[config.mk]
export PLATFORM = sky130hd
export DESIGN_NAME = boolean_word_ops_and_bit_shift_left
export DESIGN_NICKNAME = d
export VERILOG_FILES = /design/src/bwsl_pkg.sv /design/src/boolean_word_ops_and_bit_shift_left.sv /design/src/word_logic_unit.sv /design/src/operand_addr.sv
export SDC_FILE = /design/constraint.sdc
export NUM_CORES = 1
export LEC_CHECK = 0
export BUFFER_PORTS_ARGS = -buffer_cell sky130_fd_sc_hd__buf_2
export CORE_MARGIN = 5
export CORE_UTILIZATION = 50
export CTS_BUF_LIST = sky130_fd_sc_hd__clkbuf_8
export DETAILED_ROUTE_END_ITERATION = 12
export PLACE_DENSITY_LB_ADDON = 0.3
export SLEW_MARGIN = 20
export SYNTH_ARGS = -nofsm -noshare
export SYNTH_HDL_FRONTEND = slang
export SYNTH_SLANG_ARGS = --single-unit
[constraint.sdc]
create_clock -name clock -period 9.7 [get_ports clock]
set_input_delay 0.97 -clock clock [delete_from_list [all_inputs] [get_ports clock]]
set_output_delay 0.97 -clock clock [all_outputs]
set_load 0.01 [all_outputs]
[src/bwsl_pkg.sv]
// Constants and carrier types shared by the boolean word and left shift datapath
package bwsl_pkg;

  // ****************************************************************
  // Constants
  // ****************************************************************
  localparam logic [6:0]  REPEAT_MAX           = 7'h63;    // Largest repeat count (99)
  localparam logic [3:0]  SHIFT_MAX            = 4'hF;     // Largest shift amount (15)
  localparam logic [15:0] GENERAL_RELAY_POINTS = 16'h0800; // General relays, 2048 points
  localparam logic [15:0] BIT_AREA_BASE        = 16'hE000; // Word address of I/Q/R bit area
  localparam logic [15:0] RELAY_AREA_BASE      = 16'hF000; // Word address of relay area
  localparam logic [15:0] WORD_ONES            = 16'hFFFF; // All bits of one word
  localparam logic [4:0]  WORD_ROUND           = 5'h0F;    // Rounds a bit count up to words
  localparam logic        FLAG_RESET           = 1'b0;     // Reset value of all flags

  // ****************************************************************
  // Types
  // ****************************************************************
  typedef enum logic [1:0] {
    kind_word  = 2'h0,
    kind_bit   = 2'h1,
    kind_relay = 2'h2,
    kind_const = 2'h3
  } operand_kind_t;

  typedef enum logic [1:0] {
    and_word_op       = 2'h0,
    or_word_op        = 2'h1,
    xor_word_op       = 2'h2,
    bit_shift_left_op = 2'h3
  } opcode_t;

  typedef struct packed {
    operand_kind_t kind;
    logic          rep;
    logic [31:0]   value;
  } operand_t;

  typedef struct packed {
    opcode_t     op;
    logic        dword;
    operand_t    first_source;
    operand_t    second_source_or_fill;
    operand_t    destination_operand;
    logic [6:0]  repeat_count;
    logic [15:0] string_length;
    logic [3:0]  shift_amount;
  } command_t;

  typedef struct packed {
    logic        rd_en;
    logic        wr_en;
    logic [15:0] addr;
    logic [15:0] wr_data;
  } mem_req_t;

endpackage : bwsl_pkg

[src/boolean_word_ops_and_bit_shift_left.sv]
// Execution datapath for boolean word operations and the multi-bit left shift
//
// Functional notes
// RULE_01 - AND word combines sources bitwise
// RULE_02 - OR word combines sources bitwise
// RULE_03 - XOR word: one where bits differ
// RULE_04 - Bit operand spans 16 or 32 points
// RULE_05 - Bit repeat advances 16 or 32 points
// RULE_06 - Word operand: one/two words, same stride
// RULE_07 - Repeat addresses count consecutive operands independently
// RULE_08 - Fixed destination keeps last cycle result
// RULE_09 - Repeated first source, fixed second source
// RULE_10 - Repeated destination receives one same result
// RULE_11 - Both sources repeat pairwise, last kept
// RULE_12 - First source and destination step together
// RULE_13 - All repeat: element k to k
// RULE_14 - Error sets sticky flag and indicator
// RULE_15 - Erroneous instruction writes no destination
// RULE_16 - Shift length 1-65535, amount 1-15
// RULE_17 - Shift toward MSB, carry last out
// RULE_18 - Vacated low bits take fill 0/1
// RULE_19 - Lower register holds the low word
// RULE_20 - Special relays refused as shift string
// RULE_21 - Program pulses input for single shift
// RULE_22 - Bit 15 feeds next word bit 0
`timescale 1ns/1ps
`default_nettype none

module boolean_word_ops_and_bit_shift_left #(
  parameter int unsigned REPEAT_LIMIT = 99
) (
  input  wire logic                clock,
  input  wire logic                reset,
  input  wire logic                cmd_valid,
  input  wire bwsl_pkg::command_t  cmd,
  output logic                     cmd_ready,
  output logic                     done,
  output bwsl_pkg::mem_req_t       mem_req,
  input  wire logic [15:0]         mem_rd_data,
  input  wire logic                error_clear,
  output logic                     carry_flag,
  output logic                     exec_error_flag,
  output logic                     error_indicator
);

  // ****************************************************************
  // Parameter check and state encoding
  // ****************************************************************
  if (REPEAT_LIMIT < 1 || REPEAT_LIMIT > 127)
  begin : g_param_check
    $error("REPEAT_LIMIT out of range");
  end

  localparam logic [6:0] REPEAT_CAP = 7'(REPEAT_LIMIT);

  typedef enum logic [10:0] {
    st_idle   = 11'h001,
    st_check  = 11'h002,
    st_fetch  = 11'h004,
    st_fwait  = 11'h008,
    st_write  = 11'h010,
    st_sfill  = 11'h020,
    st_sfwait = 11'h040,
    st_sread  = 11'h080,
    st_srwait = 11'h100,
    st_done   = 11'h200
  } state_t;

  state_t              state;
  state_t              next_state;
  bwsl_pkg::command_t  cur;
  bwsl_pkg::command_t  next_cur;
  logic [6:0]          k;
  logic [6:0]          next_k;
  logic [1:0]          fidx;
  logic [1:0]          next_fidx;
  logic                half;
  logic                next_half;
  logic [31:0]         src1;
  logic [31:0]         next_src1;
  logic [31:0]         src2;
  logic [31:0]         next_src2;
  logic [15:0]         word_i;
  logic [15:0]         next_word_i;
  logic [15:0]         prev_word;
  logic [15:0]         next_prev_word;
  logic                fill;
  logic                next_fill;
  bwsl_pkg::mem_req_t  next_mem_req;
  logic                next_done;
  logic                next_carry;
  logic                next_error;

  // ****************************************************************
  // Command checks, all made before any write
  // ****************************************************************
  function automatic logic misaligned(input bwsl_pkg::operand_t o);
    misaligned = (o.kind == bwsl_pkg::kind_bit || o.kind == bwsl_pkg::kind_relay) && (o.value[3:0] != 4'h0);
  endfunction : misaligned

  wire logic        is_shift;
  wire logic        bool_error;
  wire logic        shift_error;
  wire logic        check_error;
  wire logic [16:0] relay_end;
  assign is_shift  = (cur.op == bwsl_pkg::bit_shift_left_op);
  assign relay_end = {1'b0, cur.first_source.value[15:0]} + {1'b0, cur.string_length};
  // Boolean: repeat range, writable and aligned operands
  assign bool_error = (cur.repeat_count > REPEAT_CAP)
                    || (cur.destination_operand.kind == bwsl_pkg::kind_const)
                    || (cur.destination_operand.kind == bwsl_pkg::kind_relay
                        && cur.destination_operand.value[15:0] >= bwsl_pkg::GENERAL_RELAY_POINTS)
                    || misaligned(cur.first_source) || misaligned(cur.second_source_or_fill)
                    || misaligned(cur.destination_operand);
  // Shift: length, amount, fill value, general relays only
  assign shift_error = (cur.string_length == 16'h0000)                                         // see RULE_16
                     || (cur.shift_amount == 4'h0) || (cur.shift_amount > bwsl_pkg::SHIFT_MAX) // see RULE_16
                     || (cur.first_source.kind == bwsl_pkg::kind_const) || misaligned(cur.first_source)
                     || (cur.first_source.kind == bwsl_pkg::kind_relay
                         && relay_end > {1'b0, bwsl_pkg::GENERAL_RELAY_POINTS})              // see RULE_20
                     || (cur.second_source_or_fill.kind == bwsl_pkg::kind_const
                         && cur.second_source_or_fill.value > 32'h0000_0001);                // see RULE_18
  assign check_error = is_shift ? shift_error : bool_error;

  // ****************************************************************
  // Boolean sequencing decode
  // ****************************************************************
  wire logic [6:0]         cycles_total;
  wire logic               last_cycle;
  wire logic               fetch_last;
  wire logic [1:0]         fidx_step;
  wire logic               sources_fixed;
  wire bwsl_pkg::operand_t fetch_op;
  wire logic               fetch_const;
  wire logic               do_store;
  wire logic [15:0]        fetch_word;
  wire logic [31:0]        result;
  assign cycles_total  = (cur.repeat_count == 7'h00) ? 7'h01 : cur.repeat_count;  // see RULE_07
  assign last_cycle    = (k == cycles_total - 7'h01);
  assign fidx_step     = cur.dword ? 2'h1 : 2'h2;
  assign fetch_last    = cur.dword ? (fidx == 2'h3) : (fidx == 2'h2);
  // Fixed sources: one result serves every destination
  assign sources_fixed = !cur.first_source.rep && !cur.second_source_or_fill.rep;  // see RULE_10
  assign fetch_op      = fidx[1] ? cur.second_source_or_fill : cur.first_source;
  assign fetch_const   = (fetch_op.kind == bwsl_pkg::kind_const);
  assign do_store      = (state == st_fetch && fetch_const) || (state == st_fwait);
  assign fetch_word    = (state == st_fwait) ? mem_rd_data : fidx[0] ? fetch_op.value[31:16] : fetch_op.value[15:0];

  word_logic_unit #(
    .WIDTH (32)
  ) u_logic (
    .op     (cur.op),
    .a      (src1),
    .b      (src2),
    .result (result)
  );

  // ****************************************************************
  // Address selection for the single memory port
  // ****************************************************************
  wire logic               shift_phase;
  wire bwsl_pkg::operand_t string_op;
  wire bwsl_pkg::operand_t sel_op;
  wire logic [15:0]        sel_index;
  wire logic               sel_half;
  wire logic [15:0]        op_addr;
  assign shift_phase = (state == st_sfill) || (state == st_sread) || (state == st_srwait);
  assign string_op   = '{kind: cur.first_source.kind, rep: 1'b1, value: cur.first_source.value};
  // Each boolean operand steps by its own repeat flag, the shift string always steps
  assign sel_op      = (state == st_write) ? cur.destination_operand :                // see RULE_08 see RULE_12
                       (state == st_sfill) ? cur.second_source_or_fill :
                       shift_phase         ? string_op : fetch_op;                    // see RULE_09 see RULE_11
  assign sel_index   = shift_phase ? word_i : {9'h000, k};                            // see RULE_13
  assign sel_half    = (state == st_write) ? half : shift_phase ? 1'b0 : fidx[0];

  operand_addr u_addr (
    .operand (sel_op),
    .stride2 (cur.dword && !shift_phase),
    .index   (sel_index),
    .half    (sel_half),
    .addr    (op_addr)
  );

  // ****************************************************************
  // Left shift word step
  // ****************************************************************
  wire logic [16:0] word_count;
  wire logic [15:0] last_word;
  wire logic [15:0] low_in;
  wire logic [31:0] shifted_full;
  wire logic [15:0] top_mask;
  wire logic [15:0] new_word;
  wire logic [16:0] carry_pos;
  wire logic        carry_in_fill;
  wire logic        carry_here;
  assign word_count    = ({1'b0, cur.string_length} + {12'h000, bwsl_pkg::WORD_ROUND}) >> 4;
  assign last_word     = word_count[15:0] - 16'h0001;
  // Lowest word takes fill, others the original word below
  assign low_in        = (word_i == 16'h0000) ? {16{fill}} : prev_word;              // see RULE_18
  assign shifted_full  = {mem_rd_data, low_in} << cur.shift_amount;                   // see RULE_22
  assign top_mask      = (word_i == last_word && cur.string_length[3:0] != 4'h0) ?
                         ((16'h0001 << cur.string_length[3:0]) - 16'h0001) : bwsl_pkg::WORD_ONES;
  // Bits above the string end stay untouched
  assign new_word      = (shifted_full[31:16] & top_mask) | (mem_rd_data & ~top_mask);  // see RULE_17
  assign carry_pos     = {1'b0, cur.string_length} - {13'h0000, cur.shift_amount};
  assign carry_in_fill = carry_pos[16];
  assign carry_here    = !carry_in_fill && (word_i == carry_pos[15:0] >> 4);

  // ****************************************************************
  // Next-state logic
  // ****************************************************************
  always_comb
  begin
    next_state     = state;
    next_cur       = cur;
    next_k         = k;
    next_fidx      = fidx;
    next_half      = half;
    next_src1      = src1;
    next_src2      = src2;
    next_word_i    = word_i;
    next_prev_word = prev_word;
    next_fill      = fill;
    next_mem_req   = '0;
    next_done      = 1'b0;
    next_carry     = carry_flag;
    next_error     = error_clear ? 1'b0 : exec_error_flag;
    case (state)
      st_idle:
        if (cmd_valid && cmd_ready)
        begin
          next_cur   = cmd;
          next_state = st_check;
        end
      st_check:
        if (check_error)
        begin
          next_error = 1'b1;  // see RULE_14
          next_state = st_done;  // see RULE_15
        end
        else if (is_shift)
        begin
          next_word_i = 16'h0000;
          next_fill   = cur.second_source_or_fill.value[0];
          next_state  = (cur.second_source_or_fill.kind == bwsl_pkg::kind_const) ? st_sread : st_sfill;
        end
        else
        begin
          next_k     = 7'h00;
          next_fidx  = 2'h0;
          next_state = st_fetch;
        end
      st_fetch:
        if (!fetch_const)
        begin
          next_mem_req.rd_en = 1'b1;
          next_mem_req.addr  = op_addr;
          next_state         = st_fwait;
        end
      st_write:
      begin
        next_mem_req.wr_en   = 1'b1;
        next_mem_req.addr    = op_addr;
        next_mem_req.wr_data = half ? result[31:16] : result[15:0];  // see RULE_19
        if (cur.dword && !half)
          next_half = 1'b1;
        else if (last_cycle)
          next_state = st_done;
        else
        begin
          next_k     = k + 7'h01;
          next_fidx  = 2'h0;
          next_half  = 1'b0;
          next_state = sources_fixed ? st_write : st_fetch;  // see RULE_10
        end
      end
      st_sfill:
      begin
        next_mem_req.rd_en = 1'b1;
        next_mem_req.addr  = op_addr;
        next_state         = st_sfwait;
      end
      st_sfwait:
      begin
        next_fill  = mem_rd_data[cur.second_source_or_fill.value[3:0]];  // see RULE_18
        next_state = st_sread;
      end
      st_sread:
      begin
        next_mem_req.rd_en = 1'b1;
        next_mem_req.addr  = op_addr;
        next_state         = st_srwait;
      end
      st_srwait:
      begin
        next_mem_req.wr_en   = 1'b1;
        next_mem_req.addr    = op_addr;
        next_mem_req.wr_data = new_word;
        next_prev_word       = mem_rd_data;
        if (carry_here)
          next_carry = mem_rd_data[carry_pos[3:0]];  // see RULE_17
        else if (carry_in_fill && word_i == 16'h0000)
          next_carry = fill;
        next_word_i = word_i + 16'h0001;
        next_state  = (word_i == last_word) ? st_done : st_sread;  // see RULE_16
      end
      st_done:
      begin
        next_done  = 1'b1;
        next_state = st_idle;
      end
      default:
        next_state = st_idle;
    endcase
    // Operand word capture and fetch advance
    if (do_store)
    begin
      case (fidx)
        2'h0:    next_src1[15:0]  = fetch_word;
        2'h1:    next_src1[31:16] = fetch_word;
        2'h2:    next_src2[15:0]  = fetch_word;
        default: next_src2[31:16] = fetch_word;
      endcase
      if (!cur.dword)
      begin
        next_src1[31:16] = (fidx == 2'h0) ? 16'h0000 : next_src1[31:16];
        next_src2[31:16] = (fidx == 2'h2) ? 16'h0000 : next_src2[31:16];
      end
      next_fidx  = fidx + fidx_step;
      next_half  = 1'b0;
      next_state = fetch_last ? st_write : st_fetch;
    end
  end

  // ****************************************************************
  // Registers
  // ****************************************************************
  always_ff @(posedge clock or posedge reset)
  begin
    if (reset)
    begin
      state           <= st_idle;
      cur             <= '0;
      k               <= 7'h00;
      fidx            <= 2'h0;
      half            <= 1'b0;
      src1            <= 32'h0000_0000;
      src2            <= 32'h0000_0000;
      word_i          <= 16'h0000;
      prev_word       <= 16'h0000;
      fill            <= 1'b0;
      mem_req         <= '0;
      done            <= 1'b0;
      cmd_ready       <= 1'b0;
      carry_flag      <= bwsl_pkg::FLAG_RESET;
      exec_error_flag <= bwsl_pkg::FLAG_RESET;
      error_indicator <= bwsl_pkg::FLAG_RESET;
    end
    else
    begin
      state           <= next_state;
      cur             <= next_cur;
      k               <= next_k;
      fidx            <= next_fidx;
      half            <= next_half;
      src1            <= next_src1;
      src2            <= next_src2;
      word_i          <= next_word_i;
      prev_word       <= next_prev_word;
      fill            <= next_fill;
      mem_req         <= next_mem_req;
      done            <= next_done;
      cmd_ready       <= (next_state == st_idle);  // Re-issued each scan by the engine, see RULE_21
      carry_flag      <= next_carry;
      exec_error_flag <= next_error;  // see RULE_14
      error_indicator <= next_error;  // see RULE_14
    end
  end

  logic [15:0] first_wr_addr;
  logic        wr_seen;
  always_ff @(posedge clock or posedge reset)
  begin
    if (reset)
    begin
      first_wr_addr <= 16'h0000;
      wr_seen       <= 1'b0;
    end
    else if (state == st_check)
      wr_seen <= 1'b0;
    else if (mem_req.wr_en && !wr_seen)
    begin
      first_wr_addr <= mem_req.addr;
      wr_seen       <= 1'b1;
    end
  end
endmodule : boolean_word_ops_and_bit_shift_left

`default_nettype wire

[src/word_logic_unit.sv]
// Bitwise AND, OR and exclusive OR of two operand words
`timescale 1ns/1ps
`default_nettype none

module word_logic_unit #(
  parameter int unsigned WIDTH = 32
) (
  input  wire bwsl_pkg::opcode_t op,
  input  wire logic [WIDTH-1:0]  a,
  input  wire logic [WIDTH-1:0]  b,
  output logic [WIDTH-1:0]       result
);

  // Refuse a width the datapath cannot hold
  if (WIDTH < 16 || WIDTH > 32)
  begin : g_width_check
    $error("word_logic_unit WIDTH out of range");
  end

  // Per-bit combination
  for (genvar i = 0; i < WIDTH; i++)
  begin : g_bit
    assign result[i] = (op == bwsl_pkg::and_word_op) ? (a[i] & b[i]) :  // see RULE_01
                       (op == bwsl_pkg::or_word_op)  ? (a[i] | b[i]) :  // see RULE_02
                                                       (a[i] ^ b[i]);   // see RULE_03
  end

endmodule : word_logic_unit

`default_nettype wire

[src/operand_addr.sv]
// Word address of one operand element, by kind, repeat index and half
`timescale 1ns/1ps
`default_nettype none

module operand_addr (
  input  wire bwsl_pkg::operand_t operand,
  input  wire logic               stride2,
  input  wire logic [15:0]        index,
  input  wire logic               half,
  output logic [15:0]             addr
);

  logic [15:0] base;
  logic [15:0] step;

  // Bit kinds address 16 points per word
  assign base = (operand.kind == bwsl_pkg::kind_bit)   ? bwsl_pkg::BIT_AREA_BASE + {4'h0, operand.value[15:4]} :
                (operand.kind == bwsl_pkg::kind_relay) ? bwsl_pkg::RELAY_AREA_BASE + {4'h0, operand.value[15:4]} :
                                                         operand.value[15:0];
  // Advance 16/32 points or 1/2 words per repeat
  assign step = !operand.rep ? 16'h0000 : stride2 ? {index[14:0], 1'b0} : index;  // see RULE_05 see RULE_06
  assign addr = base + step + {15'h0000, half};  // see RULE_04 see RULE_19

endmodule : operand_addr

`default_nettype wire

======== Word-level counts from Yosys, hierarchy flattened ========
Index checks and enable logic that the tools add are counted.
word-level totals
  flip-flop bits (word level) ............. 291
  input bits .............................. 155
  output and inout bits ................... 39
  word-level logic and storage cells ...... 400
operators by class
  add/sub/neg operators ................... 13
  order comparisons ....................... 7
  equal/unequal tests ..................... 41
  shift operators ......................... 2
  mux-type cells .......................... 139
  bitwise gates (word level) .............. 100
  reductions and logical operators ........ 65
operators with widths
  cell                                                   number
  2-to-1 mux 16 bit                                      19
  2-to-1 mux 35 bit                                      4
  one-hot mux 16 bit (2 select lines)                    3
  one-hot mux 11 bit (8 select lines)                    1
  2-to-1 mux 1 bit                                       84
  2-to-1 mux 11 bit                                      4
  2-to-1 mux 7 bit                                       5
  bitwise AND 1 bit                                      32
  bitwise AND 16 bit                                     2
  > comparator 32 x 1 -> 1 bit (second input constant)   1
  logical NOT 16 bit                                     2
  bitwise OR 1 bit                                       32
  left shift 32 x 4 -> 32 bit                            1
  XOR 1 bit                                              32
  2-to-1 mux 10 bit                                      3
  == test 11 x 1 -> 1 bit (second input constant)        2
  == test 2 bit (second input constant)                  11
  adder 16 x 16 -> 17 bit                                1
  adder 16 x 4 -> 17 bit (second input constant)         1
  > comparator 17 x 12 -> 1 bit (second input constant)  1
  logical OR 1 bit                                       17
  subtractor 16 x 4 -> 17 bit                            1
  adder 16 x 1 -> 16 bit                                 1
  adder 16 x 1 -> 16 bit (second input constant)         1
  52 further kinds                                       106

======== Depth between registers and ports, before layout ========
Gate-level depths: netlist (run 1).
  depth after elaboration ................. 13
  mapped depth ............................ 25
  gate-level depth less buffers ........... 21

======== Hierarchy ========
A second synthesis (run 1) with hierarchy kept.
second synthesis, totals
  cell total of the unflattened synthesis .. 2347
  area, all modules ....................... 20278.2 µm²
by module, submodules not included
  module                               instances  cells an instance  area an instance (µm²)  seq. area each (µm²)
  boolean_word_ops_and_bit_shift_left  1          1930               16839.9                 7258.2
  word_logic_unit                      1          270                2287.2                  0.0
  operand_addr                         1          147                1151.1                  0.0

======== Worst setup path after synthesis (run 1) ========
OpenSTA, ideal clock, no wires.
  path kind ............................... register -> register
  start ................................... register state[2]
  end ..................................... register mem_req[30] in the netlist's numbering
  library setup time ...................... 133 ps
  data arrival time ....................... 4936 ps
  data required time ...................... 9567 ps
  setup slack ............................. 4630 ps
  stages on the path, launching flop included .. 24
  buffers on the path ..................... 4
  clock period less this slack ............ 5070 ps
  cell sequence ........................... dfrtp_1 > nor4_1 > and4b_1 > clkbuf_1 > a211o_1 > and2_1 > clkbuf_1 > buf_2 > buf_2 > mux2i_1 > o21ai_0 > a21oi_1 > fa_1 > inv_1 > fa_1 > a21o_1 > a21oi_1 > o21bai_1 > a31oi_1 > o21ai_0 > o41ai_1 > o21ai_0 > xor2_1 > nor2b_1
RTL lines
  what                    RTL line                                    source
  start, declared         boolean_word_ops_and_bit_shift_left.sv:69   state_t state;
  start signal, assigned  boolean_word_ops_and_bit_shift_left.sv:342  state <= st_idle;
  start signal, assigned  boolean_word_ops_and_bit_shift_left.sv:361  state <= next_state;
  end signal, assigned    boolean_word_ops_and_bit_shift_left.sv:371  mem_req <= next_mem_req;
  end, declared           boolean_word_ops_and_bit_shift_left.sv:38   output bwsl_pkg::mem_req_t mem_req,

==> metrics.md, run 1 <==
| Metric | Value |
|---|---|
| Largest net degree at the start of global routing | 164 |
| Drt pass-1 iters | 6 |
| Sequential share of power | 32.2% |
| Dpl hpwl | 43200 µm |
| Total GRT Usage | 27.4% |
| Ys flop type | dfrtp_1 |
| Clock transition at path regs | 60 ps |
| Port Buffers | 177 |
| Hold crit path type | in2async |
| Fraction of registers with async set/reset | 100% |
| Die W | 206 µm |
| Post-synthesis sequential area ratio | 35.6% |
| First-pass GRT wire length | 91900 µm |
| DR vias/cell | 5.93 |
| Synth Cell Area | 19200 µm² |
| Peak VDD IR | 0.000166 V |
| Reg2reg setup slack | 3810 ps |
| Gr busiest metal | met2 |
| IO Pins | 194 |
| Post-CTS resize count | 0 |
| Clock skew | 22.9 ps |
| Clock Latency Late Sink | 620 ps |
| Cells after synthesis | 2327 |
| Syn Nets | 2596 |
| 1st-iter DRT viols | 1669 |
| DRC violation count after routing | 0 |
| Hold-fix buffers at CTS | 0 |
| Initial antenna violation count | 0 |
| CTS Buf Count | 48 |
| Initial Utilization | 50.9% |
| Finished Cell Area | 21400 µm² |
| DR vias | 17600 |
| NetSw | 2580 µW |
| Worst path cell trace | nor4_1 -> and4b_1 -> a211o_1 -> and2_1 -> buf_4 -> mux2i_1 -> nand2_1 -> o21ai_0 -> nor2_1 -> a21oi_1 -> fa_1 -> inv_1 -> fa_1 -> a21o_1 -> a21oi_1 -> o21bai_1 -> a31oi_1 -> o21ai_0 -> o41ai_1 -> o21ai_0 -> xor2_1 -> nor2b_1 |
| Met1 usage | 37.8% |
| # rows | 71 |
| CP Max Fanout | 19 |
| Layout area overhead | 11.3% |
| Fin crit share | 60.7% |
| H-tree depth | 2 |
| Clock Path Buffers | 3 |
| Top cells by area, synth | dfrtp_1 (35%), nand2_1 (11%), ha_1 (7.2%) |
| RSZ-0062 raised after global routing | no |
| Critical Path AT | 6340 ps |
| Gpl congestion | 0.947 |
| Fin. max-slew vios | 0 |
| CTS Sinks | 274 |
| Critical Path Max Stage Delay | 650 ps |
| Clk pwr share | 20.4% |
| Crit end category | register |
| Kind of critical path | reg2reg |
| Max cap viols | 0 |
| Core ar. | 37800 µm² |
| Worst EP required | 10150 ps |
| LEAKAGE | 0.0108 µW |
| GRT overflow | 0 |
| Worst-margin pin slew | 1090 ps |
| Die area | 42500 µm² |
| Internal | 3160 µW |
| EDFF count, synth | 0 |
| Commonest non-fill, non-tap cell in the layout | nand2_1 |
| CTS tree | yes |
| Minimum clock period | 5890 ps |
| Root Driver | clkbuf_8 |
| Fmax | 170 MHz |
| Die height | 206 µm |
| CP startpoint kind | register |
| Placed instance area | 20400 µm² |
| Antenna-violating nets left | 0 |
| Most frequent cells in the layout | nand2_1 (549), dfrtp_1 (272), nor2_1 (203) |
| Most used cell, CP | o21ai_0 |
| Post-route setup TNS | 0 ps |
| Run status | finished clean |
| Global Route met3 Usage | 5.04% |
| Vias in the first global route | 16900 |
| Design Power | 5730 µW |
| Net Sw Frac | 44.9% |
| Synthesis-stage register bit count | 274 |
| Drt total wl | 58500 µm |
| WL/cell | 19.7 µm |
| Postcts setup bufs | 0 |
| Layout cell share with drive strength beyond 1 | 14.3% |
| Ant diodes | 0 |
| Crit-path slowest cell | nor4_1 |
| Yosys Warn Count | 0 |
| Pwr Density | 268 nW/µm² |
| Finish-stage setup viols | 0 |
| Dominant cell type by area after synthesis | dfrtp_1 |
| Syn Area/Cell | 8.27 µm² |
| Fin. Hold Viols | 0 |
| Relative slew slack | 27.0% |
| Final net count | 2691 |
| Gate power share | 47.4% |
| Post-synth top area share | 35.5% |
| Post-synth cell types | 86 |
| Met2 usage | 42.1% |
## per-stage QoR
stage / cells / hold WS [ps] / setup WS [ps] / util (%)
2_1_floorplan: 2327 / 433 / 1180 / -
3_5_place_dp: 2883 / 457 / 3970 / 53.8
3_3_place_gp: 2883 / 449 / 4090 / 53.8
4_1_cts: 2970 / 469 / 3930 / 56.6
5_1_grt: 2970 / 499 / 3450 / 56.6
6_report: 2970 / 464 / 3810 / 56.6
## final timing paths
| path | from | to | cells past startpoint |
|---|---|---|---|
| worst max-delay path | state[1] | mem_req[30] | 22 |
| worst min-delay path | reset | cur[31] | 2 |
| worst max register to register | state[1] | mem_req[30] | 22 |
| worst min register to register | cur[37] | cur[37] | 2 |
| max in group asynchronous | reset | cur[133] | 3 |
| min in group clock | cur[37] | cur[37] | 2 |
## logic make-up (layout without fill, tap and decap cells)
| family | count (synthesis) | in the layout | synth area share, % |
|---|---|---|---|
| flip-flops | 274 | 274 | 35.6 |
| AND/OR/NAND/NOR | 1035 | 1035 | 23.9 |
| adder cells (fa/ha/maj) | 115 | 115 | 7.62 |
| other | 1 | 1 | 0.0195 |
| AO/OA/AOI/OAI | 445 | 445 | 14.6 |
| buffers and inverters | 254 | 386 | 5.23 |
| multiplexers | 143 | 143 | 10.2 |
| XOR/XNOR | 60 | 60 | 2.73 |
## cell usage after synthesis, drive strengths merged (9+ instances only)
| cell type | instances |
|---|---|
| dfrtp | 273 |
| clkbuf | 122 |
| mux2i | 94 |
| o211ai | 12 |
| xnor2 | 32 |
| o21ai | 153 |
| or3 | 20 |
| a211oi | 49 |
| a211o | 9 |
| or4 | 9 |
| nand3 | 51 |
| nand2b | 16 |
| xor2 | 28 |
| nor4 | 31 |
| nor2 | 204 |
| and2 | 12 |
| o22ai | 10 |
| nor2b | 14 |
| a21o | 15 |
| nand3b | 11 |
| nor3 | 32 |
| nand2 | 549 |
| nand4 | 30 |
| and3 | 13 |
| ha | 110 |
| a31oi | 10 |
| buf | 31 |
| inv | 100 |
| o21a | 9 |
| mux4 | 42 |
| a21oi | 110 |
## area by class of cell
cell class / count / area [µm²]
clock buffer: 67 / 922
clock inverter: 20 / 149
multi-input combinational: 1799 / 11400
fill: 3482 / 16400
sequential: 274 / 6860
inverter: 101 / 387
timing repair buffer: 198 / 1060
tap: 511 / 639
## critical path: cells and delay by family (launching register included)
kind,cells,cell delay [ps]
adders and majority gates,2,650
DFF,1,440
and+or+nand+nor,6,1570
muxes,1,320
buffers and inverters,2,400
xor gates and xnor gates,1,160
AOI/OAI and AO/OA,10,2180
## power by group through the flow
stage	Combinational [µW]	Sequential [µW]	Clock, µW
after global placement	2600	1840	0
after CTS	2680	1830	1190
final	2720	1850	1170
after detailed placement	2660	1850	0
after global routing	3000	1880	1250
after floorplan	2170	1580	0
## per-layer routing
metal	vias to the layer above	share of wire, %
li1	8302	-
met4	0	4.8
met3	164	8.5
met5	-	0
met2	787	44
met1	8361	42
## flip-flops by register name, indices dropped and copies added, names as in the netlist
name and flops:
carry_flag 1, fidx 2, error_indicator 1, word_i 16, cmd_ready 1, mem_req 34, state 11, half 1
done 1, prev_word 15, k 7, fill 1, src2 32, cur 119, src1 32
Note: power is estimated with default switching activity, not from simulation.
==> inputs of run 2 (changes only) <==
==> constraint.sdc (replaced) <==
create_clock -name clock -period 5.38 [get_ports clock]
set_input_delay 0.538 -clock clock [delete_from_list [all_inputs] [get_ports clock]]
set_output_delay 0.538 -clock clock [all_outputs]
set_load 0.01 [all_outputs]
==> metrics.md, run 2 (synthesis results as in run 1) <==
| Metric | Value |
|---|---|
| DR vias/cell | 5.93 (about the same) |
| Biggest register | cur |
| R2R depth | 19 (-14%) |
| Initial Utilization | 50.9% (unchanged) |
| Dpl hpwl | 44200 µm (+2.2%) |
| WL/cell | 20.0 µm (+1.7%) |
| Vias in the first global route | 17100 (+0.95%) |
| Run status | finished clean |
| Final Core Density | 56.8% (+0.20 points) |
| Fin. Hold Viols | 0 (unchanged) |
| Clock Latency Late Sink | 630 ps (about the same) |
| H-tree depth | 2 (unchanged) |
| Post-route setup TNS | 0 ps (unchanged) |
| 1st-iter DRT viols | 1491 (-11%) |
| Clock Path Buffers | 3 (unchanged) |
| LEAKAGE | 0.0108 µW (+0.54%) |
| Drt pass-1 iters | 6 (unchanged) |
| Hold-fix buffers at CTS | 0 (unchanged) |
| Gpl congestion | 0.969 (+2.3%) |
| Die area | 42500 µm² (unchanged) |
| Die height | 206 µm (unchanged) |
| Final net count | 2702 (+0.41%) |
| Clock skew | 29.3 ps (+6.38 ps) |
| RSZ-0062 raised after global routing | no |
| Port Buffers | 177 (unchanged) |
| Crit end category | register |
| Fin. max-slew vios | 0 (unchanged) |
| Antenna-violating nets left | 0 (unchanged) |
| CP startpoint kind | register |
| # rows | 71 (unchanged) |
| CTS Buf Count | 48 (unchanged) |
| Fmax | 198 MHz (+17%) |
| Area of the multi-input gates | 11400 µm² (about the same) |
| Kind of critical path | reg2reg |
| Finish-stage setup viols | 0 (unchanged) |
| CTS Sinks | 274 (unchanged) |
| Max cap viols | 0 (unchanged) |
| Postcts setup bufs | 0 (unchanged) |
| Die W | 206 µm (unchanged) |
| Layout cell share with drive strength beyond 1 | 14.7% (+0.38 points) |
| Core ar. | 37800 µm² (unchanged) |
| DRC violation count after routing | 0 (unchanged) |
| Commonest non-fill, non-tap cell in the layout | nand2_1 |
| Most used cell, CP | o21ai_0 |
| Finished Layout Cells | 2981 (+0.37%) |
| Total GRT Usage | 28.0% (+0.56 points) |
| Reg area | 6860 µm² (unchanged) |
| Root Driver | clkbuf_8 |
| Fill cells | 3507 (+0.72%) |
| Ant diodes | 0 (unchanged) |
| Critical Path Max Stage Delay | 580 ps (-70 ps) |
| Most frequent cells in the layout | nand2_1 (549), dfrtp_1 (272), nor2_1 (203) |
| DR vias | 17700 (+0.30%) |
| Pwr Density | 484 nW/µm² (+81%) |
| Minimum clock period | 5050 ps (-837 ps) |
| Fin crit share | 93.8% (+33 points) |
| Clock transition at path regs | 60 ps (about the same) |
| Drt total wl | 59700 µm (+2.1%) |
| Placed instance count | 2894 (+0.38%) |
| Hold crit path type | in2reg |
| First-pass GRT wire length | 93700 µm (+1.9%) |
| Layout area overhead | 11.7% |
| Worst EP required | 5840 ps (-4310 ps) |
| Largest net degree at the start of global routing | 157 (-4.3%) |
| Hold path cells | 3 |
| Max FFs per register | 119 (unchanged) |
| Peak VDD IR | 0.000274 V (+65%) |
| CP Max Fanout | 20 (+1) |
| IO Pins | 194 (unchanged) |
| Largest regs | cur (119), mem_req (34) |
| CTS tree | yes |
| Crit-path slowest cell | dfstp_2 |
| Worst path cell trace | nor2_1 -> and4b_1 -> o21ai_0 -> and2_1 -> buf_4 -> mux2i_1 -> nand2_1 -> o21ai_0 -> a21oi_1 -> fa_1 -> a21o_1 -> a21oi_1 -> o21bai_1 -> a31oi_1 -> o21ai_0 -> o41ai_2 -> o21ai_0 -> xor2_1 -> nor2b_1 |
| Initial antenna violation count | 1 (+1) |
| Worst-margin pin slew | 1110 ps (+12.8 ps) |
| Critical Path AT | 5510 ps (-830 ps) |
| GRT overflow | 0 (unchanged) |
| Relative slew slack | 26.0% (-1.1 points) |
[run 2: final cells by class]
cell class                 count  area share (%)
multi-input combinational   1799            53.1
sequential                   274            31.9
timing repair buffer         209            5.35
clock buffer                  65            4.16
tap                          511            2.97
inverter                     101            1.78
clock inverter                22           0.722
[run 2: per-layer routing]
layer / GRT usage (%) / share of wire [%]
met2: 43.6 / 45
met5: 0 / 0.012
met1: 38.9 / 43
met4: 10.4 / 3.9
met3: 5.43 / 7.9
[run 2: through the flow]
stage / area [µm²] / hold WS (ps) / setup WS, ps / total power [µW]
5_1_grt: 21500 / 96.1 / 11.0 / 11100
2_1_floorplan: 19300 / 433 / 310 / 6770
4_1_cts: 21500 / 69.1 / 284 / 10300
6_report: 21500 / 108 / 331 / 10400
3_5_place_dp: 20400 / 457 / 353 / 8210
3_3_place_gp: 20400 / 446 / 493 / 8070
[run 2: worst paths after layout]
path	startpoint	endpoint	slack (ps)
min in group asynchronous	reset	prev_word[3]	130
max in group asynchronous	reset	cur[26]	3870
setup / recovery	state[0]	mem_req[30]	330
hold / removal	cmd[107]	cur[107]	110
setup reg to reg	state[0]	mem_req[30]	330
hold reg to reg	cur[113]	cur[113]	470
[run 2: power breakdown]
group	switching, µW	internal, µW
sequential	825	2490
combinational	2950	2040
clock	916	1180
[run 2: critical path, delay by kind of cell (launching register included)]
family                     cells  cell delay (ps)
AOI/OAI and AO/OA             10             2190
and+or+nand+nor                5              860
DFF                            1              580
adders and majority gates      1              470
buffers and inverters          1              340
muxes                          1              260
xor gates and xnor gates       1              160
[run 2: what timing repair did]
item / 4_1_cts / 5_1_grt
endpoints found under the hold margin: 0 / 0
gates resized for setup: 0 / 1
endpoints found under the setup margin: 0 / 1
